## src/pkg/atf_pkg.sv

```systemverilog
// Constants and carrier types of the AT task file host port
package atf_pkg;

	// ==========================================================
	// Host offsets
	localparam logic [3:0] ATF_OFF_ERROR = 4'h1;
	localparam logic [3:0] ATF_OFF_SECT_CNT = 4'h2;
	localparam logic [3:0] ATF_OFF_SECT_NUM = 4'h3;
	localparam logic [3:0] ATF_OFF_CYL_LO = 4'h4;
	localparam logic [3:0] ATF_OFF_CYL_HI = 4'h5;
	localparam logic [3:0] ATF_OFF_DRV_HEAD = 4'h6;
	localparam logic [3:0] ATF_OFF_STAT_CMD = 4'h7;
	localparam logic [3:0] ATF_OFF_ALT_FDC = 4'hE;

	// ==========================================================
	// Field positions
	localparam int ATF_DH_ECC_SEL = 7;
	localparam int ATF_DH_SECTOR_SIZE_SEL = 5;
	localparam int ATF_DH_DRIVE_NUMBER_BIT = 4;
	localparam int ATF_ST_BUSY = 7;
	localparam int ATF_ST_INDEX = 1;
	localparam int ATF_FDC_HEAD3_SELECT_ENABLE = 3;
	localparam int ATF_FDC_SOFT_RESET = 2;
	localparam int ATF_FDC_INTERRUPT_INHIBIT_N = 1;

	// ==========================================================
	// Reset values
	localparam logic [7:0] ATF_REG_RST = 8'h00;
	localparam logic ATF_BUSY_RST = 1'b1;
	localparam logic [7:0] ATF_UNMAPPED_READ = 8'h00;

	// ==========================================================
	// Timing: least soft reset hold time, owed by the host
	localparam int ATF_CLK_PERIOD_PS = 5000;
	localparam int ATF_SOFT_RESET_MIN_PS = 5000000;
	localparam int ATF_SOFT_RESET_MIN_CYC =
		(ATF_SOFT_RESET_MIN_PS + ATF_CLK_PERIOD_PS - 1) / ATF_CLK_PERIOD_PS;

	// ==========================================================
	// Carrier types
	typedef struct packed {
		logic drive_ready_pin;
		logic write_fault;
		logic seek_done;
		logic data_corrected;
		logic error;
	} atf_drv_stat_t;

	typedef struct packed {
		logic we;
		logic drive;
		atf_drv_stat_t value;
	} atf_stat_wr_t;

	typedef struct packed {
		logic [7:0] sect_cnt;
		logic [7:0] sect_num;
		logic [7:0] cyl_lo;
		logic [7:0] cyl_hi;
		logic [7:0] drive_head_select;
	} atf_task_t;

	typedef struct packed {
		logic ecc_sel;
		logic sector_size_sel;
		logic drive_number_bit;
		logic [3:0] head;
		logic [10:0] cylinder;
	} atf_target_t;

endpackage

```

## src/rtl/atf_host_port.sv

```systemverilog
// AT task file host port: host registers, status mux and micro hand-off
// How it works
// RQ1: Sector number register, read/write, offset 3
// RQ2: Cylinder is low byte plus high bits 2:0
// RQ3: Cylinder high stores all eight bits
// RQ4: Drive/head bit 7 selects ECC or CRC
// RQ5: Drive/head bit 5 selects 256/512 sectors
// RQ6: Drive/head bit 4 picks status drive
// RQ7: Head number from drive/head bits 3:0
// RQ8: Status read-only; offset 7 read clears interrupt
// RQ9: Busy set by command or reset, micro clears
// RQ10: Micro writes ready and fault status bits
// RQ11: Micro writes seek, corrected, error bits
// RQ12: Data request bit follows buffer manager
// RQ13: Status bit 1 follows index pin
// RQ14: Command write latches, busies, interrupts micro
// RQ15: Offset E read returns same status
// RQ16: Fixed disk register keeps all eight bits
// RQ17: Bit 3 picks head select 3 or REDUCED_WRITE_CURRENT
// RQ18: Bit 2 holds reset, drives reset output
// RQ19: Host holds reset bit five microseconds
// RQ20: Inhibit tristates pin, blocks new interrupts
// RQ21: Master reset clears pending; power reset enables
// RQ22: Task registers locked while busy
// RQ23: Sector done bumps number, drops count
// RQ24: Chip select plus address decode offsets
module atf_host_port (
	input wire logic CLK_SYS,
	input wire logic RESET_N,
	input wire logic MASTER_RESET,
	input wire logic HOST_CS_N,
	input wire logic HOST_RD,
	input wire logic HOST_WR,
	input wire logic [3:0] HOST_ADDR,
	input wire logic [7:0] HOST_WDATA,
	output logic [7:0] HOST_RDATA,
	output logic HOST_RVALID,
	output logic HOST_INTERRUPT,
	output logic HOST_INTERRUPT_OE,
	input wire atf_pkg::atf_stat_wr_t MC_STAT_WR,
	input wire logic MC_BUSY_CLR,
	input wire logic MC_HOST_IRQ,
	input wire logic MC_INT_ACK,
	input wire logic MC_RESET_DISABLE,
	output logic MICRO_INTERRUPT,
	output logic [7:0] MC_COMMAND,
	output logic [7:0] MC_FIXED_DISK,
	output atf_pkg::atf_task_t TASK_FILE,
	output atf_pkg::atf_target_t TARGET,
	input wire logic DATA_REQUEST_FLAG,
	input wire logic INDEX_FLAG,
	input wire logic SECTOR_DONE,
	output logic HEAD3_SELECT_ENABLE,
	output logic RESET_OUT
);

	// ==========================================================
	// State
	typedef struct packed {
		atf_pkg::atf_task_t task_file;
		atf_pkg::atf_drv_stat_t [1:0] drv_stat;
		logic [7:0] command;
		logic [7:0] fixed_disk;
		logic controller_busy;
		logic irq_pending;
		logic irq_oe;
		logic micro_interrupt;
		logic [7:0] rdata;
		logic rvalid;
		logic reset_out;
	} atf_state_t;

	atf_state_t s;
	atf_state_t next_s;
	logic host_rd;
	logic host_wr;
	logic in_reset;
	logic [7:0] status_byte;
	atf_pkg::atf_drv_stat_t sel_stat;

	// Read and write strobes qualified by chip select
	assign host_rd = HOST_RD & ~HOST_CS_N; // RQ24
	assign host_wr = HOST_WR & ~HOST_CS_N; // RQ24
	assign in_reset = s.fixed_disk[atf_pkg::ATF_FDC_SOFT_RESET] | MASTER_RESET;

	// Status of the drive named by the drive/head register
	assign sel_stat =
		s.drv_stat[s.task_file.drive_head_select[atf_pkg::ATF_DH_DRIVE_NUMBER_BIT]]; // RQ6
	assign status_byte = {s.controller_busy, // RQ9
		sel_stat.drive_ready_pin, sel_stat.write_fault, // RQ10
		sel_stat.seek_done, // RQ11
		DATA_REQUEST_FLAG, // RQ12
		sel_stat.data_corrected, // RQ11
		INDEX_FLAG, // RQ13
		sel_stat.error}; // RQ11

	// ==========================================================
	// Next state
	always_comb begin
		next_s = s;
		next_s.rvalid = 1'b0;
		// Micro side updates of the per-drive status
		if (MC_STAT_WR.we) begin
			next_s.drv_stat[MC_STAT_WR.drive] = MC_STAT_WR.value; // RQ10 RQ11
		end
		if (MC_BUSY_CLR) begin
			next_s.controller_busy = 1'b0; // RQ9
		end
		if (MC_INT_ACK) begin
			next_s.micro_interrupt = 1'b0;
		end
		// Sector stepping; a host write in the same cycle wins below while not busy
		if (SECTOR_DONE) begin
			next_s.task_file.sect_num = s.task_file.sect_num + 8'h01; // RQ23
			next_s.task_file.sect_cnt = s.task_file.sect_cnt - 8'h01; // RQ23
		end
		// Status read at offset 7 acknowledges the host interrupt
		if (host_rd && HOST_ADDR == atf_pkg::ATF_OFF_STAT_CMD) begin
			next_s.irq_pending = 1'b0; // RQ8
		end
		// Host writes; task file is locked while busy
		if (host_wr) begin
			case (HOST_ADDR)
				atf_pkg::ATF_OFF_SECT_CNT: begin
					if (!s.controller_busy) begin
						next_s.task_file.sect_cnt = HOST_WDATA; // RQ22
					end
				end
				atf_pkg::ATF_OFF_SECT_NUM: begin
					if (!s.controller_busy) begin
						next_s.task_file.sect_num = HOST_WDATA; // RQ1 RQ22
					end
				end
				atf_pkg::ATF_OFF_CYL_LO: begin
					if (!s.controller_busy) begin
						next_s.task_file.cyl_lo = HOST_WDATA; // RQ2 RQ22
					end
				end
				atf_pkg::ATF_OFF_CYL_HI: begin
					if (!s.controller_busy) begin
						next_s.task_file.cyl_hi = HOST_WDATA; // RQ3 RQ22
					end
				end
				atf_pkg::ATF_OFF_DRV_HEAD: begin
					if (!s.controller_busy) begin
						next_s.task_file.drive_head_select = HOST_WDATA; // RQ22
					end
				end
				atf_pkg::ATF_OFF_STAT_CMD: begin
					if (!s.controller_busy) begin
						next_s.command = HOST_WDATA; // RQ14
						next_s.controller_busy = 1'b1; // RQ9 RQ14
						next_s.micro_interrupt = 1'b1; // RQ14
						next_s.irq_pending = 1'b0; // RQ14
					end
				end
				atf_pkg::ATF_OFF_ALT_FDC: begin
					next_s.fixed_disk = HOST_WDATA; // RQ16
					// With reset disabled the micro is told instead
					if (HOST_WDATA[atf_pkg::ATF_FDC_SOFT_RESET] && MC_RESET_DISABLE
						&& !s.fixed_disk[atf_pkg::ATF_FDC_SOFT_RESET]) begin
						next_s.micro_interrupt = 1'b1; // RQ18
					end
				end
				default: begin
				end
			endcase
		end
		// Host reads, answered one cycle later
		if (host_rd) begin
			next_s.rvalid = 1'b1;
			case (HOST_ADDR)
				atf_pkg::ATF_OFF_SECT_CNT: begin
					next_s.rdata = s.task_file.sect_cnt;
				end
				atf_pkg::ATF_OFF_SECT_NUM: begin
					next_s.rdata = s.task_file.sect_num; // RQ1
				end
				atf_pkg::ATF_OFF_CYL_LO: begin
					next_s.rdata = s.task_file.cyl_lo;
				end
				atf_pkg::ATF_OFF_CYL_HI: begin
					next_s.rdata = s.task_file.cyl_hi; // RQ3
				end
				atf_pkg::ATF_OFF_DRV_HEAD: begin
					next_s.rdata = s.task_file.drive_head_select;
				end
				atf_pkg::ATF_OFF_STAT_CMD, atf_pkg::ATF_OFF_ALT_FDC: begin
					next_s.rdata = status_byte; // RQ8 RQ15
				end
				default: begin
					next_s.rdata = atf_pkg::ATF_UNMAPPED_READ;
				end
			endcase
			// Busy hides the task file behind the status byte
			if (s.controller_busy && HOST_ADDR >= atf_pkg::ATF_OFF_ERROR
				&& HOST_ADDR <= atf_pkg::ATF_OFF_STAT_CMD) begin
				next_s.rdata = status_byte; // RQ22
			end
		end
		// New interrupts only while not inhibited; set beats read clear
		if (MC_HOST_IRQ && !s.fixed_disk[atf_pkg::ATF_FDC_INTERRUPT_INHIBIT_N]) begin
			next_s.irq_pending = 1'b1; // RQ20
		end
		// Any reset keeps busy up and drops a pending interrupt
		if (in_reset) begin
			next_s.controller_busy = 1'b1; // RQ9 RQ18
			next_s.irq_pending = 1'b0; // RQ21
		end
		// Pin tristates while inhibited; pending state is kept
		next_s.irq_oe = ~next_s.fixed_disk[atf_pkg::ATF_FDC_INTERRUPT_INHIBIT_N]; // RQ20
		next_s.reset_out = next_s.fixed_disk[atf_pkg::ATF_FDC_SOFT_RESET]
			& ~MC_RESET_DISABLE; // RQ18
	end

	// ==========================================================
	// Registers; power reset enables interrupts and raises busy
	always_ff @(posedge CLK_SYS or negedge RESET_N) begin
		if (!RESET_N) begin
			s <= '0;
			s.fixed_disk <= atf_pkg::ATF_REG_RST; // RQ21
			s.controller_busy <= atf_pkg::ATF_BUSY_RST; // RQ9
			s.irq_oe <= 1'b1;
		end else begin
			s <= next_s;
		end
	end

	// ==========================================================
	// Outputs
	assign HOST_RDATA = s.rdata;
	assign HOST_RVALID = s.rvalid;
	assign HOST_INTERRUPT = s.irq_pending;
	assign HOST_INTERRUPT_OE = s.irq_oe;
	assign MICRO_INTERRUPT = s.micro_interrupt;
	assign MC_COMMAND = s.command;
	assign MC_FIXED_DISK = s.fixed_disk; // RQ16
	assign TASK_FILE = s.task_file;
	assign RESET_OUT = s.reset_out;
	// Shared drive line function select
	assign HEAD3_SELECT_ENABLE = s.fixed_disk[atf_pkg::ATF_FDC_HEAD3_SELECT_ENABLE]; // RQ17
	// Decoded target fields, one driver for the whole struct
	assign TARGET = {s.task_file.drive_head_select[atf_pkg::ATF_DH_ECC_SEL], // RQ4
		s.task_file.drive_head_select[atf_pkg::ATF_DH_SECTOR_SIZE_SEL], // RQ5
		s.task_file.drive_head_select[atf_pkg::ATF_DH_DRIVE_NUMBER_BIT], // RQ6
		s.task_file.drive_head_select[3:0], // RQ7
		s.task_file.cyl_hi[2:0], s.task_file.cyl_lo}; // RQ2
endmodule

```

## config.mk

```make
export PLATFORM = sky130hd
export DESIGN_NAME = atf_host_port
export DESIGN_NICKNAME = d
export VERILOG_FILES = /design/src/pkg/atf_pkg.sv /design/src/rtl/atf_host_port.sv
export SDC_FILE = /design/constraint.sdc
export NUM_CORES = 1
export LEC_CHECK = 0
export ABC_AREA = 1
export BUFFER_PORTS_ARGS = -buffer_cell sky130_fd_sc_hd__buf_2
export CAP_MARGIN = 10
export CORE_ASPECT_RATIO = 0.7
export CORE_UTILIZATION = 57
export CTS_CLUSTER_DIAMETER = 60
export DETAILED_ROUTE_END_ITERATION = 6
export PLACE_DENSITY = 0.84
export SLEW_MARGIN = 30
export SYNTH_ARGS = -nofsm -noshare
export SYNTH_HDL_FRONTEND = slang
export SYNTH_SLANG_ARGS = --single-unit
```

## constraint.sdc

```tcl
create_clock -name CLK_SYS -period 3 [get_ports CLK_SYS]
set_input_delay 0.75 -clock CLK_SYS [delete_from_list [all_inputs] [get_ports CLK_SYS]]
set_output_delay 0.75 -clock CLK_SYS [all_outputs]
set_load 0.05 [all_outputs]
```

After elaboration in Yosys (flattened, before gate mapping)
Cells that the tools add are included.
{ "totals": {"latchBits": 0, "output_inout_bits": 88, "rom_bits": 0, "ram_bits": 0, "wordCells": 95, "memories": 0, "reg_bits": 80} }
{ "op_classes": {"n_reduce_logical": 15, "n_bitwise": 8, "n_mul": 0, "eq_ne": 7, "n_addsub": 2, "magnitude_cmp": 5, "n_div": 0, "muxes": 33, "shift": 0} }
{ "ops": {"columns": ["operator", "n"], "rows": [
  ["$mux W8", 11],
  ["$pmux W8 S6", 1],
  ["$mux W40", 1],
  ["$mux W5", 4],
  ["$eq A4 B3 Y1 const B", 4],
  ["$mux W16", 1],
  ["$reduce_and A3 Y1", 4],
  ["$bwmux W10", 1],
  ["$add A8 B1 Y8 const B", 1],
  ["$eq A4 B2 Y1 const B", 2],
  ["$mux W1", 8],
  ["$sub A8 B1 Y8 const B", 1],
  ["$logic_and A1 B1 Y1", 7],
  ["$mux W2", 3],
  ["$demux W5 S1", 1],
  ["$eq A4 B4 Y1 const B", 1],
  ["$ge A4 B1 Y1 const B", 1],
  ["$le A4 B3 Y1 const B", 1],
  ["$lt A1 B2 Y1 const B", 2],
  ["$not A1 Y1", 4],
  ["$and A1 B1 Y1", 3],
  ["$mux W3", 1],
  ["$logic_not A1 Y1", 2],
  ["$pmux W1 S2", 1],
  ["other kinds (4)", 4]
]} }

Longest topological paths before layout
{ "logic_depth": {"depth_word": 9, "mapped_depth": 10} }

Worst setup path after synthesis
No wires, ideal clock.
{ "synth_timing": {"path_kind": "input port to flip-flop", "startpoint": "in HOST_ADDR[3]", "endpoint": "reg s, in the netlist HOST_RDATA[0]", "arrival_ps": 1736, "path_buffers": 2, "slack_ps": 1191, "setup_ps": 73, "cell_stages": 9, "path_cell_list": "buf_2 -> nor2_2 -> nand2_2 -> buf_6 -> nor2_2 -> a21oi_1 -> nand2_1 -> nand2_1 -> a21oi_2"} }
{ "synth_via": {"elab_chain_cells": 4, "elab_cells_between_ends": 14, "cone_classes": "2 x order compare; 7 x eq/ne; 2 x mux; 3 x reduce/logical"} }
{ "synth_rtl": {"columns": ["item", "line", "text"], "rows": [
  ["from (decl)", "atf_host_port.sv:34", "input wire logic [3:0] HOST_ADDR,"],
  ["$eq A4 B3 Y1 (tied with other cells)", "atf_host_port.sv:172", "case (HOST_ADDR)"],
  ["$reduce_or A2 Y1 / $logic_and A1 B1 Y1 (equally long branches)", "atf_host_port.sv:172, atf_host_port.sv:196", null],
  ["$pmux W8 S6 / $logic_and A1 B1 Y1 (equally long branches)", "atf_host_port.sv:172, atf_host_port.sv:197", null],
  ["$mux W8 *", "atf_host_port.sv:196", "if (s.controller_busy && HOST_ADDR >= atf_pkg::ATF_OFF_ERROR"],
  ["to (signal assigned)", "atf_host_port.sv:225", "s <= next_s;"],
  ["to (decl)", "atf_host_port.sv:73", "atf_state_t s;"]
]} }
Every way passes the cells marked *; elsewhere a longest branch is shown, timed or not.
A chain may end at the register's enable or synchronous reset.

Final worst setup path
{ "layout_timing": {"startpoint": "reg s, in the netlist TARGET[15]", "endpoint": "out TARGET[15] in the netlist's numbering"} }
{ "layout_lines": {"columns": ["item", "line", "text"], "rows": [
  ["to (decl)", "atf_host_port.sv:49", "output atf_pkg::atf_target_t TARGET,"]
]} }
No word-level cell between the ends.

==> results by group <==
Setup path
  – CP peak stage delay: slightly above 0.6 ns
  – Startpoint types: flop
  – Critical path class: flop to primary output
  – Crit path DAT: roughly 1.3 ns
  – Cell chain of the critical path: buf_2
  – CP Capture Type: primary output
  – Worst Path Required: 2.25 ns
  – CP max-delay cell: dfrtp_1
  – Crit-path leading delay family: flip-flops
  – CP Max Fanout: 14
  – Worst Path Buf+Inv: 1

Timing
  – Max frequency: 488 MHz
  – Minimum clock period: between 2 and 2.5 ns
  – Final Hold Viols: 0
  – Setup violators final: 0
  – Max-slew violation count: 0
  – Slew at the pin closest to its max-slew limit: a little over 0.7 ns
  – Final period util: 0.683
  – Final setup TNS: 0 ns
  – Worst slew margin: 0.528
  – Smallest hold slack: between 0.4 and 0.5 ns
  – Unrepaired setup endpoints after global routing: no
  – Clock Skew: approximately 0.006 ns

CTS
  – Worst-path clk slew: 0.06 ns
  – H-tree depth: 3
  – TritonCTS buffer count: 9
  – Hold Buf Count CTS: 0
  – Setup repair bufs after CTS: 0
  – CTS tree: yes
  – Clock buffer depth: 2
  – Clk sink count: 80
  – CTS root buf: clkbuf_16
  – Worst-Skew Late Latency: 0.34 ns
  – Post_cts resized: 0

Synthesis
  – Post-synth ARST share: 1.00
  – Top FF cell, synth: dfrtp_1
  – Sequential element share of the synthesized area: 0.442
  – Cell taking the most area after synthesis: dfrtp_1
  – #FFs+latches synth: 80
  – Post-Syn Nets: approximately 600
  – Synthesized instance count: ~580
  – Post-synth top area share: 0.430
  – Netlist cell types: 33
  – Avg Cell Area, Syn: slightly below 8 µm²
  – Synthesized cell area: ~4500 µm²
  – Warnings from Yosys: 0
  – Most frequent cell after synthesis: nand2_1
  – Top cells by count, synth: nand2_1, buf_4, dfrtp_1, o21ai_0, inv_1
  – Post-synth EDFFs: 0
  – Synth area leaders: dfrtp_1, buf_4, nand2_1, o21ai_0, nand3_1

Place
  – Gp weighted congestion: 0.918
  – Buffers on Ports: 119
  – Final HPWL DP: 8.21 mm

Power
  – Reg power frac: 0.375
  – Clk pwr share: 0.249
  – Combinational power share: 0.376
  – P_sw: 1.87 mW
  – Worst VDD drop: about 0.59 mV
  – Lkg Pwr: 2.69 nW
  – Sw Ratio: 0.459
  – Power Internal: between 2 and 2.5 mW
  – Pwr Density: 839 nW/µm²

Final layout
  – Area grow syn2layout: 7.01%
  – Layout net count: approximately 650
  – N_diodes: 0
  – FILL cells: ~630
  – Layout cells sized above 1: 0.269

Floorplanning
  – Die Height: 76.6 µm
  – Die area: 8320 µm²
  – Die X-Extent: around 110 µm
  – Core Area: ~7500 µm²
  – Starting Density: 0.606
  – IO Count: 120
  – Site Rows: 26

Routing
  – Antenna-violating nets left: 0
  – Post-route DRC: 1
  – 1st-iter DRT viols: between 300 and 400
  – Drt total wl: 11.2 mm
  – Vias per cell: roughly 5.4
  – Pre-antenna DRT Iters: 7
  – WL/cell: between 15 and 20 µm
  – Via Count: just under 4000

Run status
  – Failing checks: design-rule violations
  – Status: finished with violations

Flow run
  – Max-cap viol count: 0

Global routing
  – Gr ovfl total: 0
  – Total track usage: 0.284
  – First-pass GRT wire length: between 15 and 20 mm
  – Largest net degree at the start of global routing: 81
  – Number of global-route vias before repair: between 3000 and 4000
  – Initial antenna violation count: 0

Worst hold path
  – Worst min-delay path category: input pin to async pin
## per-layer routing
metal	part of all wire	wire length (µm)	vias up	track usage
met4	0.015	163	0	0.0824
met1	0.43	4820	1818	0.396
met3	0.11	1220	23	0.0736
li1	-	-	1831	-
met2	0.45	5010	229	0.434
met5	0	0	-	0
## power by group through the flow
stage               Sequential (mW)  Clock (mW)  Combinational (mW)
finish                         1.53        1.01                1.53
global route                   1.54        1.07                1.62
CTS                            1.51        1.02                1.52
detailed placement             1.52           0                1.52
global placement               1.51           0                1.49
floorplan                      1.47           0                1.43
## per-stage QoR
| stage | area, µm² | instances | power (mW) | setup WS, ns | utilization |
|---|---|---|---|---|---|
| after floorplan | 4530 | 578 | 2.91 | 1.19 | - |
| after global placement | 4570 | 700 | 2.99 | 0.816 | 0.611 |
| after detailed placement | 4570 | 700 | 3.04 | 0.733 | 0.611 |
| after CTS | 4850 | 716 | 4.05 | 0.967 | 0.648 |
| after global routing | 4850 | 716 | 4.23 | 0.863 | 0.648 |
| final | 4850 | 716 | 4.07 | 0.951 | 0.648 |
## cell families (layout without fill, tap and decap cells)
group | count (synthesis) | after routing | synth area share
simple gates | 239 | 239 | 0.224
buf+inv | 154 | 194 | 0.200
fa+ha+maj | 2 | 2 | 0.00552
xor+xnor | 7 | 7 | 0.0135
flops | 80 | 80 | 0.442
mux | 1 | 1 | 0.00221
compound gates | 95 | 95 | 0.113
## state kept, by name, indices dropped and copies added, names as in the netlist
register	count
TARGET	18
TASK_FILE	22
MICRO_INTERRUPT	1
HOST_RVALID	1
MC_COMMAND	8
s	11
HOST_INTERRUPT	1
RESET_OUT	1
HOST_RDATA	8
HOST_INTERRUPT_OE	1
MC_FIXED_DISK	8
## cells in the final DEF, fill, tap and decap left out, types with 2 or more instances in the layout
master and n:
xnor2_1 2, nand2_1 135, o211ai_1 2, o22ai_1 3
clkbuf_16 9, ha_1 2, dfstp_2 2, inv_1 54
nand2_2 3, inv_2 3, o21ai_0 56, buf_2 118
xor2_1 5, o21ai_1 3, clkinv_2 4, a21oi_1 23
dfrtp_1 78, nor3_1 3, a21oi_2 4, or2_2 3
nor2_2 13, nand3_1 42, clkinvlp_4 2, nor2_1 37
## final timing paths
check	start	end	slack (ns)	cells after the start
worst min register to register	MC_COMMAND[3]	MC_COMMAND[3]	0.48	2
worst min-delay path	RESET_N	s[33]	0.45	1
worst max register to register	s[13]	HOST_RDATA[1]	1.26	5
min in group CLK_SYS	MC_COMMAND[3]	MC_COMMAND[3]	0.48	2
worst max-delay path	TARGET[15]	TARGET[15]	0.95	1
max in group asynchronous	RESET_N	RESET_OUT	2.08	1
## area by class of cell
class | count | area [µm²] | share of cell area
sequential | 80 | 2000 | 0.413
multi-input combinational | 344 | 1620 | 0.335
clock buffer | 10 | 239 | 0.0493
timing repair buffer | 120 | 609 | 0.126
tap | 98 | 123 | 0.0253
clock inverter | 6 | 35.0 | 0.00722
inverter | 58 | 218 | 0.0449
Power figures use the tool's default switching activity.
